===== config.mk =====
export PLATFORM = sky130hd
export DESIGN_NAME = async_serial_port
export DESIGN_NICKNAME = d
export VERILOG_FILES = /design/src/serial_port_pkg.sv /design/src/baud_counter.sv /design/src/async_serial_port.sv
export SDC_FILE = /design/constraint.sdc
export NUM_CORES = 1
export LEC_CHECK = 0
export ABC_AREA = 1
export BUFFER_PORTS_ARGS = -buffer_cell sky130_fd_sc_hd__buf_2
export CAP_MARGIN = 20
export CORE_UTILIZATION = 52
export DETAILED_ROUTE_END_ITERATION = 8
export GPL_TIMING_DRIVEN = 0
export HOLD_SLACK_MARGIN = 0.1
export PLACE_DENSITY_LB_ADDON = 0.08
export SETUP_SLACK_MARGIN = 0.02
export SYNTH_ARGS = -nofsm -noshare
export SYNTH_HDL_FRONTEND = slang
export SYNTH_SLANG_ARGS = --single-unit

===== constraint.sdc =====
create_clock -name sys_clk -period 1.5 [get_ports sys_clk]
set_clock_uncertainty 0.05 [all_clocks]
set_input_delay 0.15 -clock sys_clk [delete_from_list [all_inputs] [get_ports sys_clk]]
set_output_delay 0.15 -clock sys_clk [all_outputs]
set_load 0.05 [all_outputs]

===== src/serial_port_pkg.sv =====
/*
  Shared constants and carrier types for the asynchronous serial port.
  Assumes a single 25 MHz system clock and a synchronous active-low reset.
*/
package serial_port_pkg;

  // ----------------------------------------------------------------
  // Register map (byte addresses on the plain register port)
  // ----------------------------------------------------------------
  localparam logic [3:0] ADDR_CONTROL = 4'h0;
  localparam logic [3:0] ADDR_DATA    = 4'h1;
  localparam logic [3:0] ADDR_RELOAD  = 4'h2;
  localparam logic [3:0] ADDR_TIMER   = 4'h3;
  localparam logic [3:0] ADDR_STATUS  = 4'h4;
  localparam logic [3:0] ADDR_MASK    = 4'h5;

  // ----------------------------------------------------------------
  // Control register field positions
  // ----------------------------------------------------------------
  localparam int CTL_MODE   = 7;
  localparam int CTL_UNUSED = 6;
  localparam int CTL_MCE    = 5;
  localparam int CTL_REN    = 4;
  localparam int CTL_TB8    = 3;
  localparam int CTL_RB8    = 2;
  localparam int CTL_TI     = 1;
  localparam int CTL_RI     = 0;

  // Timer config: bit 2 = run, bits 1:0 = clock source
  localparam int TMR_RUN = 2;

  // ----------------------------------------------------------------
  // Reset values and counts
  // ----------------------------------------------------------------
  localparam logic [7:0] CONTROL_RESET = 8'h00;
  localparam logic [7:0] DATA_RESET    = 8'h00;
  localparam logic [7:0] RELOAD_RESET  = 8'h00;
  localparam logic [2:0] TIMER_RESET   = 3'h0;
  localparam logic [1:0] IRQ_RESET     = 2'h0;
  localparam logic [7:0] UNMAPPED_READ = 8'h00;

  // Prescaler terminal counts (divide by N means count N-1)
  localparam logic [5:0] DIV4_LAST  = 6'h03;
  localparam logic [5:0] DIV12_LAST = 6'h0b;
  localparam logic [5:0] DIV48_LAST = 6'h2f;
  localparam logic [2:0] EXT8_LAST  = 3'h7;

  // Frame lengths in bits after the start bit: data + (ninth) + stop
  localparam logic [3:0] BITS_MODE8 = 4'h9;
  localparam logic [3:0] BITS_MODE9 = 4'ha;

  // ----------------------------------------------------------------
  // Types
  // ----------------------------------------------------------------
  typedef enum logic [1:0] {
    SRC_DIV4  = 2'b00,
    SRC_DIV12 = 2'b01,
    SRC_DIV48 = 2'b10,
    SRC_EXT8  = 2'b11
  } clk_src_t;

  typedef struct packed {
    logic [3:0] addr;
    logic [7:0] wdata;
    logic       wr;
    logic       rd;
  } reg_req_t;

  typedef struct packed {
    logic [7:0] data;
    logic       ninth;
  } rx_word_t;

endpackage


===== src/baud_counter.sv =====
/*
  One 8-bit auto-reload counter with a divide-by-two overflow stage.
  Assumes tick is a one-cycle enable from the timer clock prescaler.
*/
`timescale 1ns/1ns
module baud_counter (
  input  wire logic       sys_clk,
  input  wire logic       resetn,
  input  wire logic       tick,
  input  wire logic       forceReload,
  input  wire logic [7:0] reloadByte,
  output logic [7:0]      count,
  output logic            bitTick
);

  logic [7:0] next_count;
  logic       half;
  logic       next_half;
  logic       next_bitTick;

  // ----------------------------------------------------------------
  // Count, reload on overflow, halve the overflow rate
  // ----------------------------------------------------------------
  always_comb begin
    next_count   = count;
    next_half    = half;
    next_bitTick = 1'b0;
    if (forceReload) begin
      next_count = reloadByte;
      next_half  = 1'b1; // First overflow is half a bit, so samples land mid-bit
    end else if (tick) begin
      if (count == 8'hff) begin
        next_count   = reloadByte;
        next_half    = ~half;
        next_bitTick = half;
      end else begin
        next_count = count + 8'h01;
      end
    end
  end

  always_ff @(posedge sys_clk) begin
    if (!resetn) begin
      count   <= serial_port_pkg::RELOAD_RESET;
      half    <= 1'b0;
      bitTick <= 1'b0;
    end else begin
      count   <= next_count;
      half    <= next_half;
      bitTick <= next_bitTick;
    end
  end

endmodule


===== src/async_serial_port.sv =====
/*
  Asynchronous full-duplex serial port with buffered receiver and baud timer.
  Assumes one 25 MHz clock, a plain register port and an external clock pin.
*/
// Function
// - Async full duplex port, 10-bit and 11-bit frame modes.
// - Receiver buffers a finished byte while the next one arrives.
// - One data address: read gives receive buffer, write loads transmit.
// - Interrupt requested when transmit-done or receive-done sets, if enabled.
// - Done flags stay set until software clears them.
// - Bit clock comes from an 8-bit auto-reload timer.
// - Transmit uses timer low count; receive uses a hidden duplicate.
// - Both counters' overflows are halved to give bit rates.
// - Duplicate counts when the timer runs, with the same reload byte.
// - Start condition on receive pin forces the duplicate to reload.
// - Bit rate is timer clock over (256 minus reload), halved.
// - Timer clock: system clock /4, /12, /48, or external clock /8.
// - 8-bit frame: start, eight data bits LSB first, stop.
// - 9-bit frame: start, eight data, programmable ninth bit, stop.
// - Receive loads only if flag clear and, with check on, bit is one.
// - Transmit starts on data write; done flag sets at stop bit start.
`timescale 1ns/1ns
module async_serial_port (
  input  wire logic       sys_clk,
  input  wire logic       resetn,
  input  wire logic [3:0] regAddr,
  input  wire logic [7:0] regWdata,
  input  wire logic       regWr,
  input  wire logic       regRd,
  output logic [7:0]      regRdata,
  input  wire logic       rxPin,
  input  wire logic       extClkPin,
  output logic            txPin,
  output logic            irq
);

  typedef enum logic [1:0] {
    TX_IDLE  = 2'b00,
    TX_START = 2'b01,
    TX_SHIFT = 2'b10
  } tx_state_t;

  typedef enum logic [1:0] {
    RX_IDLE  = 2'b00,
    RX_START = 2'b01,
    RX_SHIFT = 2'b10
  } rx_state_t;

  serial_port_pkg::reg_req_t req;
  assign req = '{addr: regAddr, wdata: regWdata, wr: regWr, rd: regRd};

  // Width-matched register file state
  logic [7:0] control, next_control;
  logic [7:0] rxBuf, next_rxBuf;
  logic [7:0] reload, next_reload;
  logic [2:0] timerCfg, next_timerCfg;
  logic [1:0] irqMask, next_irqMask;
  logic [7:0] next_regRdata;
  logic       next_irq;

  // Pin synchronisers: first stage feeds only the second
  logic [1:0] rxSync, extSync;
  logic       extPrev;

  // Prescaler and baud timing
  logic [5:0] preCnt, next_preCnt;
  logic [2:0] extCnt, next_extCnt;
  logic       timerTick, next_timerTick;
  logic [7:0] txCount, rxCount;
  logic       txBitTick, rxBitTick;
  logic       startSeen;

  // Transmitter
  tx_state_t  txState, next_txState;
  logic [8:0] txShift, next_txShift;
  logic [3:0] txLeft, next_txLeft;
  logic       next_txPin;
  logic       txDoneSet;

  // Receiver
  rx_state_t  rxState, next_rxState;
  logic [8:0] rxShift, next_rxShift;
  logic [3:0] rxLeft, next_rxLeft;
  logic       rxPhase, next_rxPhase;
  logic       rxDoneSet;
  serial_port_pkg::rx_word_t rxWord;

  // Frame length in bits after start, chosen by the mode bit
  function automatic logic [3:0] frameBits(input logic mode9);
    frameBits = mode9 ? serial_port_pkg::BITS_MODE9 : serial_port_pkg::BITS_MODE8;
  endfunction

  // ----------------------------------------------------------------
  // Pin synchronisers
  // ----------------------------------------------------------------
  always_ff @(posedge sys_clk) begin
    if (!resetn) begin
      rxSync  <= 2'b11;
      extSync <= 2'b00;
      extPrev <= 1'b0;
    end else begin
      rxSync  <= {rxSync[0], rxPin};
      extSync <= {extSync[0], extClkPin};
      extPrev <= extSync[1];
    end
  end

  // ----------------------------------------------------------------
  // Timer clock prescaler
  // ----------------------------------------------------------------
  // One-cycle enable; the external clock is edge-counted, so it must be
  // well below half the system clock
  always_comb begin
    logic [5:0] last;
    last           = serial_port_pkg::DIV4_LAST;
    next_preCnt    = preCnt + 6'h01;
    next_extCnt    = extCnt;
    next_timerTick = 1'b0;
    case (serial_port_pkg::clk_src_t'(timerCfg[1:0]))
      serial_port_pkg::SRC_DIV4:  last = serial_port_pkg::DIV4_LAST;
      serial_port_pkg::SRC_DIV12: last = serial_port_pkg::DIV12_LAST;
      serial_port_pkg::SRC_DIV48: last = serial_port_pkg::DIV48_LAST;
      default:                    last = serial_port_pkg::DIV48_LAST;
    endcase
    if (preCnt >= last) begin
      next_preCnt = 6'h00;
      if (timerCfg[1:0] != serial_port_pkg::SRC_EXT8) begin
        next_timerTick = timerCfg[serial_port_pkg::TMR_RUN];
      end
    end
    if (extSync[1] && !extPrev) begin
      next_extCnt = extCnt + 3'h1;
      if (extCnt == serial_port_pkg::EXT8_LAST &&
          timerCfg[1:0] == serial_port_pkg::SRC_EXT8) begin
        next_timerTick = timerCfg[serial_port_pkg::TMR_RUN];
      end
    end
  end

  always_ff @(posedge sys_clk) begin
    if (!resetn) begin
      preCnt    <= 6'h00;
      extCnt    <= 3'h0;
      timerTick <= 1'b0;
    end else begin
      preCnt    <= next_preCnt;
      extCnt    <= next_extCnt;
      timerTick <= next_timerTick;
    end
  end

  // ----------------------------------------------------------------
  // Baud counters: visible transmit counter, hidden receive copy
  // ----------------------------------------------------------------
  baud_counter txTimer (
    .sys_clk     (sys_clk),
    .resetn      (resetn),
    .tick        (timerTick),
    .forceReload (1'b0),
    .reloadByte  (reload),
    .count       (txCount),
    .bitTick     (txBitTick)
  );

  baud_counter rxTimer (
    .sys_clk     (sys_clk),
    .resetn      (resetn),
    .tick        (timerTick),
    .forceReload (startSeen),
    .reloadByte  (reload),
    .count       (rxCount),
    .bitTick     (rxBitTick)
  );

  // ----------------------------------------------------------------
  // Transmitter
  // ----------------------------------------------------------------
  // Frame: low start, data LSB first, optional ninth, high stop
  always_comb begin
    next_txState = txState;
    next_txShift = txShift;
    next_txLeft  = txLeft;
    next_txPin   = txPin;
    txDoneSet    = 1'b0;
    case (txState)
      TX_IDLE: begin
        next_txPin = 1'b1;
        if (req.wr && req.addr == serial_port_pkg::ADDR_DATA) begin
          next_txShift = {control[serial_port_pkg::CTL_TB8], req.wdata};
          next_txLeft  = frameBits(control[serial_port_pkg::CTL_MODE]);
          next_txState = TX_START;
        end
      end
      TX_START: begin
        if (txBitTick) begin
          next_txPin   = 1'b0;
          next_txState = TX_SHIFT;
        end
      end
      TX_SHIFT: begin
        if (txBitTick) begin
          if (txLeft == 4'h0) begin
            next_txState = TX_IDLE; // Stop bit time ends
          end else if (txLeft == 4'h1) begin
            next_txPin  = 1'b1;
            next_txLeft = 4'h0;
            txDoneSet   = 1'b1;
          end else begin
            next_txPin   = txShift[0];
            next_txShift = {1'b1, txShift[8:1]};
            next_txLeft  = txLeft - 4'h1;
          end
        end
      end
      default: next_txState = TX_IDLE;
    endcase
  end

  always_ff @(posedge sys_clk) begin
    if (!resetn) begin
      txState <= TX_IDLE;
      txShift <= 9'h1ff;
      txLeft  <= 4'h0;
      txPin   <= 1'b1;
    end else begin
      txState <= next_txState;
      txShift <= next_txShift;
      txLeft  <= next_txLeft;
      txPin   <= next_txPin;
    end
  end

  // ----------------------------------------------------------------
  // Receiver
  // ----------------------------------------------------------------
  // Bit ticks run at the bit rate from the forced reload, so sampling
  // happens after a half period phase step: mid-bit by construction
  assign startSeen = (rxState == RX_IDLE) && control[serial_port_pkg::CTL_REN]
                     && !rxSync[1];
  // Next shift value: in the 8-bit mode the stop bit shifts in on the storing tick
  assign rxWord    = '{data: next_rxShift[7:0], ninth: next_rxShift[8]};

  always_comb begin
    logic okBit;
    okBit        = 1'b0;
    next_rxState = rxState;
    next_rxShift = rxShift;
    next_rxLeft  = rxLeft;
    next_rxPhase = rxPhase;
    rxDoneSet    = 1'b0;
    case (rxState)
      RX_IDLE: begin
        if (startSeen) begin
          next_rxState = RX_START;
          next_rxLeft  = frameBits(control[serial_port_pkg::CTL_MODE]);
          next_rxPhase = 1'b0;
        end
      end
      RX_START: begin
        if (rxBitTick) begin
          next_rxState = rxSync[1] ? RX_IDLE : RX_SHIFT; // False start rejected
        end
      end
      RX_SHIFT: begin
        if (rxBitTick) begin
          if (rxLeft == 4'h1) begin
            okBit = control[serial_port_pkg::CTL_MODE] ? rxShift[8] : rxSync[1];
            if (!control[serial_port_pkg::CTL_MODE]) begin
              next_rxShift = {rxSync[1], rxShift[8:1]}; // Stop bit into ninth
            end
            // Overrun: the earlier byte is kept, the new one dropped
            if (!control[serial_port_pkg::CTL_RI] &&
                (!control[serial_port_pkg::CTL_MCE] || okBit)) begin
              rxDoneSet = 1'b1;
            end
            next_rxState = RX_IDLE;
          end else begin
            next_rxShift = {rxSync[1], rxShift[8:1]};
            next_rxLeft  = rxLeft - 4'h1;
          end
        end
      end
      default: next_rxState = RX_IDLE;
    endcase
  end

  always_ff @(posedge sys_clk) begin
    if (!resetn) begin
      rxState <= RX_IDLE;
      rxShift <= 9'h000;
      rxLeft  <= 4'h0;
      rxPhase <= 1'b0;
    end else begin
      rxState <= next_rxState;
      rxShift <= next_rxShift;
      rxLeft  <= next_rxLeft;
      rxPhase <= next_rxPhase;
    end
  end

  // ----------------------------------------------------------------
  // Register file, flags and interrupt
  // ----------------------------------------------------------------
  // Hardware set beats a software clear in the same cycle
  always_comb begin
    logic [7:0] status;
    status         = {6'h00, control[serial_port_pkg::CTL_TI],
                      control[serial_port_pkg::CTL_RI]};
    next_control   = control;
    next_rxBuf     = rxBuf;
    next_reload    = reload;
    next_timerCfg  = timerCfg;
    next_irqMask   = irqMask;
    next_regRdata  = serial_port_pkg::UNMAPPED_READ;
    if (req.wr) begin
      case (req.addr)
        serial_port_pkg::ADDR_CONTROL: next_control = {req.wdata[7], 1'b0, req.wdata[5:0]};
        serial_port_pkg::ADDR_RELOAD:  next_reload  = req.wdata;
        serial_port_pkg::ADDR_TIMER:   next_timerCfg = req.wdata[2:0];
        serial_port_pkg::ADDR_STATUS:  next_control[1:0] = control[1:0] & ~req.wdata[1:0];
        serial_port_pkg::ADDR_MASK:    next_irqMask = req.wdata[1:0];
        default:                       next_control = control;
      endcase
    end
    if (txDoneSet) next_control[serial_port_pkg::CTL_TI] = 1'b1;
    if (rxDoneSet) begin
      next_control[serial_port_pkg::CTL_RI]  = 1'b1;
      next_control[serial_port_pkg::CTL_RB8] = rxWord.ninth;
      next_rxBuf = rxWord.data;
    end
    if (req.rd) begin
      case (req.addr)
        serial_port_pkg::ADDR_CONTROL: next_regRdata = control | 8'h40;
        serial_port_pkg::ADDR_DATA:    next_regRdata = rxBuf;
        serial_port_pkg::ADDR_RELOAD:  next_regRdata = reload;
        serial_port_pkg::ADDR_TIMER:   next_regRdata = txCount;
        serial_port_pkg::ADDR_STATUS:  next_regRdata = status;
        serial_port_pkg::ADDR_MASK:    next_regRdata = {6'h00, irqMask};
        default:                       next_regRdata = serial_port_pkg::UNMAPPED_READ;
      endcase
    end
    next_irq = |(next_control[1:0] & next_irqMask);
  end

  always_ff @(posedge sys_clk) begin
    if (!resetn) begin
      control  <= serial_port_pkg::CONTROL_RESET;
      rxBuf    <= serial_port_pkg::DATA_RESET;
      reload   <= serial_port_pkg::RELOAD_RESET;
      timerCfg <= serial_port_pkg::TIMER_RESET;
      irqMask  <= serial_port_pkg::IRQ_RESET;
      regRdata <= serial_port_pkg::UNMAPPED_READ;
      irq      <= 1'b0;
    end else begin
      control  <= next_control;
      rxBuf    <= next_rxBuf;
      reload   <= next_reload;
      timerCfg <= next_timerCfg;
      irqMask  <= next_irqMask;
      regRdata <= next_regRdata;
      irq      <= next_irq;
    end
  end

endmodule


Yosys cells after proc, flatten, opt, wreduce, memory -nomap -nowiden
Index checks and enable logic that the tools add are counted.
- equal/unequal tests: 28
- add/subtract/negate cells: 6
- reduce and logical (&&, ||, !) cells: 40
- magnitude comparators: 1
- multiplexer cells: 65
- bitwise gates (word level): 8
- operators with widths (kind ; number):
    9-bit 2-to-1 mux ; 8
    8-bit case mux with 6 select lines ; 1
    8-bit 2-to-1 mux ; 4
    4-bit 2-to-1 mux ; 7
    1-bit 2-to-1 mux ; 24
    2-bit 2-to-1 mux ; 12
    4-bit AND reduction ; 5
    9-bit case mux with 2 select lines ; 1
    8-bit by 1-bit adder with 8-bit output (second input constant) ; 2
    8-bit equality test (second input constant) ; 2
    4-bit case mux with 2 select lines ; 2
    2-bit inequality test (second input constant) ; 7
    2-bit AND reduction ; 7
    4-bit by 1-bit equality test with 1-bit output (second input constant) ; 3
    2-bit case mux with 3 select lines ; 2
    6-bit case mux with 2 select lines ; 1
    2-bit nonzero test ; 6
    2-bit by 1-bit inequality test with 1-bit output (second input constant) ; 5
    4-bit by 2-bit equality test with 1-bit output (second input constant) ; 2
    4-bit by 3-bit equality test with 1-bit output (second input constant) ; 2
    4-bit logical NOT ; 2
    4-bit by 1-bit subtractor with 4-bit output (second input constant) ; 2
    6-bit by 1-bit adder with 6-bit output (second input constant) ; 1
    2-bit by 1-bit equality test with 1-bit output (second input constant) ; 3
    19 further kinds ; 37
- word-level logic and storage cells: 176
- register bits after elaboration: 103

Depth between registers and ports, before layout
- depth after elaboration: 10
- depth in mapped cells: 10

Hierarchy
From an unflattened synthesis, not the netlist that was laid out.
- cell total of the unflattened synthesis: 753
- area, all modules: 5182.5 µm²
- by module, submodules not included (module ; times used ; seq. area each (µm²) ; area an instance (µm²) ; cells each):
    async_serial_port ; 1 ; 1661.6 ; 3938.8 ; 553
    baud_counter ; 2 ; 200.2 ; 621.8 ; 100

Worst setup path before layout
No wires, ideal clock.
- kind: register to register
- from: register txLeft[0]
- to: register txShift[8]
- period minus slack after synthesis: 1450 ps
- path buffers: 0
- data required time: 1316 ps
- setup time: 134 ps
- stages on the path, launching flop included: 9
- arrival time: 1266 ps
- slack: 50 ps
- cell sequence: dfxtp_1 inv_1 ha_1 nand2_1 nand2_1 nand2_1 nand2_2 nand2_1 nand3_1
- cells in the longest elaborated chain, start to end: 3
- RTL lines (element ; RTL line ; source):
    start, declared ; async_serial_port.sv:76 ; logic [3:0] txLeft, next_txLeft;
    start signal, assigned ; async_serial_port.sv:228 ; txLeft <= next_txLeft;
    4-bit by 1-bit equality test with 1-bit output / 4-bit logical NOT (equally long branches) ; async_serial_port.sv:204, async_serial_port.sv:202 ;
    2-bit inequality test (no line) ; - ;
    5-bit AND reduction (no line) (*) ; - ;
    end signal, assigned ; async_serial_port.sv:227 ; txShift <= next_txShift;
    end, declared ; async_serial_port.sv:75 ; logic [8:0] txShift, next_txShift;
Mark *: on every way between the ends. The rest lies on a longest branch, timed or not.
A chain may end at the register's enable or synchronous reset.

Final worst setup path
- from: register rxState[1]
- to: register control[2]
- cells in the longest elaborated chain, start to end: 4
- RTL lines (element ; RTL line ; source):
    start, declared ; async_serial_port.sv:81 ; rx_state_t rxState, next_rxState;
    start signal, assigned ; async_serial_port.sv:294 ; rxState <= next_rxState;
    2-bit equality test (*) ; async_serial_port.sv:251 ; case (rxState)
    1-bit 2-to-1 mux ; async_serial_port.sv:251 ;
    2-bit nonzero test (no line) ; - ;
    2-bit AND reduction (no line) ; - ;
    end signal, assigned ; async_serial_port.sv:347 ; control <= serial_port_pkg::CONTROL_RESET;
    end signal, assigned ; async_serial_port.sv:355 ; control <= next_control;
    end, declared ; async_serial_port.sv:53 ; logic [7:0] control, next_control;
Marks and branches as above.

==> flow_summary.toml <==
[cells_and_area]
instances_no_fill = 935
diodes = 0
syn_to_final_growth_pct = 23.72
layout-drive-gt1-share = 0.2196
utilization = 0.6650
final_nets = 833
final_cell_area_mm2 = 0.006173

[min_path]
min_path_type = "in -> reg"
min_from = "regWr"
hold_depth = 3
whs_endpoint = "timerCfg[0]"

[yosys]
synth_edf_count = 0
syn_area_per_cell_um2 = 6.854
netlist_area_mm2 = 0.004990
synthArstFlopShare = 0
syn-instance-count = 728
ys_seq_area_frac = 0.4132
syn_nets = 759
yosysTopAreaCellShare = 0.4132
synthTopCellsByCount = "nand2_1 (175), dfxtp_1 (103), inv_1 (86)"
synth_area_leaders = "dfxtp_1 (41%), nand2_1 (13%), nand3_1 (7.1%)"
synthFlopType = "dfxtp_1"
ys_types = 34
ys_warn_count = 0
ys_ff_latch = 103
yosys.area.top_type = "dfxtp_1"
synth.most_common_cell = "nand2_1"

[floorplanning]
dieWidth_um = 99.96
num_io_pins = 28
fp.dieH_um = 99.96
die_area_mm2 = 0.009991
rows = 35
start_util = 0.5375
core_mm2 = 0.009284

[setup_path]
crit_path_cell_trace = "inv_4, nor2_4, inv_2, nor2_4, buf_6, clkbuf_16, o21ai_1, nor2_1, nor2_1"
crit_path_start_kind = "flip-flop"
cpMaxStageDelayCell = "dfxtp_4"
worstSetupPathType = "reg -> reg"
crit_arrival_ns = 1.71
crit_fanout = 5
cp-end-kind = "flip-flop"
worstPathRequired_ns = 1.73
r2r_slack_ns = 0.02
r2r_start = "rxState[1]"
r2r_end = "control[2]"
critical-path-max-stage-delay_ns = 0.39
worstRegToRegCells = 9

[run]
max_cap_viol_count = 0

[clock_tree]
cts_tree = "yes"
clk_pin_slew_ns = 0.10
clock-sinks = 103
numCtsBuffers = 9
htreeDepth = 3
clock_latency_ns = 0.38
cts_root_buf = "clkbuf_8"
clockBufferDepth = 2

[route]
ant_nets = 0
avgViaCountPerCell = 5.278
wl_per_cell_um = 14.39
vias = 4935
wirelength_um = 13450
drtIter0Drc = 231
route.detailed.drc = 0
dr.pass1.iters = 7

[sta]
max_freq_mhz = 675.3
tightest_slew_ns = 0.7138
rsz0062_at_grt = "true"
setup_viol = 0
fin_crit_ns = 1.481
slew_headroom = 0.5242
period_share = 0.9872
finalHoldViolations = 0
slew_viol_final = 0

[global_route]
grt_max_degree = 16
track_usage = 0.2672
overflow = 0
antenna_found_initial = 0
grt_pass1_wl_um = 20640
grt_pass1_vias = 4413

[place]
placed_cell_area_mm2 = 0.005276
gp_congestion = 0.9600
dp.cells = 882
port_buffers = 25
dpl.hpwl_um = 9031

[power_and_ir_drop]
pwr_density_cell_mw_per_mm2 = 822.1
p_leak_nw = 2.597
irDropWorstVdd_v = 0.0007111

[status]
status = "complete, no violations"
==> metal layers <==
metal	global-route usage	share of wire	vias up
met3	0.06058	0.054	24
met4	0.08824	0.019	0
met5	0	0	-
met1	0.3469	0.46	2268
li1	-	-	2505
met2	0.4398	0.47	138
==> sequential cells by signal (all words and copies together) (netlist names), 7 cells and up <==
name and count:
control 7, regRdata 8, reload 8, rxBuf 8, rxShift 9, rxTimer.count 8, txShift 9, txTimer.count 8
==> logic make-up after synthesis <==
family                   count (synthesis)  share of synthesized area
AO/OA/AOI/OAI                          128                     0.1347
XOR/XNOR                                 8                    0.01404
adder cells (fa/ha/maj)                 13                    0.03260
buffers and inverters                  107                    0.08525
flip-flops                             103                     0.4132
AND/OR/NAND/NOR                        369                     0.3202
==> where the power goes <==
group / internal, mW / total [mW] / switching [mW]
logic: 0.180 / 0.489 / 0.309
clock network: 0.810 / 1.74 / 0.928
registers: 2.80 / 2.85 / 0.0519
total: 3.79 / 5.08 / 1.29
==> how the worst max path moves through the flow <==
stage	end	cells past startpoint	startpoint	slack, ns
after floorplan	txShift[8]	8	txLeft[0]	0.05
after global placement	txShift[8]	8	txLeft[0]	-0.19
after detailed placement	txShift[4]	8	txLeft[0]	-0.23
after CTS	irq	9	rxState[1]	0.02
after global routing	rxBuf[7]	9	rxLeft[1]	-0.06
final	control[2]	9	rxState[1]	0.02
==> worst max-delay path, delay by kind of cell, from the launching register on <==
family	cells	cell delay, ns
AO/OA/AOI/OAI	1	0.07
AND/OR/NAND/NOR	4	0.49
flip-flops	1	0.39
buffers and inverters	4	0.39
==> per-stage QoR <==
stage / total power, mW / TNS [ns] / hold slack (ns) / setup slack (ns)
floorplan: 3.182 / 0 / 0.1976 / 0.05013
global placement: 3.307 / -3.677 / 0.2855 / -0.1897
detailed placement: 3.321 / -4.575 / 0.2882 / -0.2252
CTS: 5.078 / 0 / 0.1236 / 0.02150
global route: 5.272 / -0.2922 / 0.1597 / -0.05838
finish: 5.075 / 0 / 0.1459 / 0.01926
==> placed cells by master (no fill, tap or decap), types with 2 or more instances in the layout <==
master / instances
dfxtp_2: 13
a21oi_1: 51
inv_2: 6
nor2_4: 9
inv_1: 78
ha_2: 3
nand2_1: 151
o21ai_1: 6
nand2_4: 11
nor2_1: 76
nand4_1: 9
clkbuf_8: 10
o22ai_1: 12
nand3_2: 6
buf_2: 29
o21a_1: 2
o21ai_0: 49
buf_6: 7
dfxtp_4: 4
dlygate4sd3_1: 10
dfxtp_1: 86
xnor2_1: 3
nor3_1: 5
inv_4: 3
or2_2: 5
ha_4: 5
a21oi_2: 4
nand2_2: 23
xor2_1: 5
buf_4: 21
ha_1: 5
nand3_1: 62
nand3_4: 3
nand3b_1: 2
and2_1: 2
nor2_2: 6
clkbuf_1: 10
==> repair_timing <==
action | CTS | global route
hold buffers | 10 | 0
gates resized for setup | 35 | 91
endpoints found under the hold margin | 18 | 0
pin swaps | 8 | 28
cloned | 2 | 3
endpoints found under the setup margin | 55 | 60
setup buffers | 6 | 17
==> layout make-up <==
cell class	instances	area (um2)
clock inverter	3	43.79
sequential	103	2093
multi-input combinational	521	2826
timing repair buffer	60	435.4
tap	129	161.4
clock buffer	12	145.1
fill	840	3110
buffer	19	125.1
inverter	88	342.8
No activity file was read; power rests on OpenSTA's default activity.
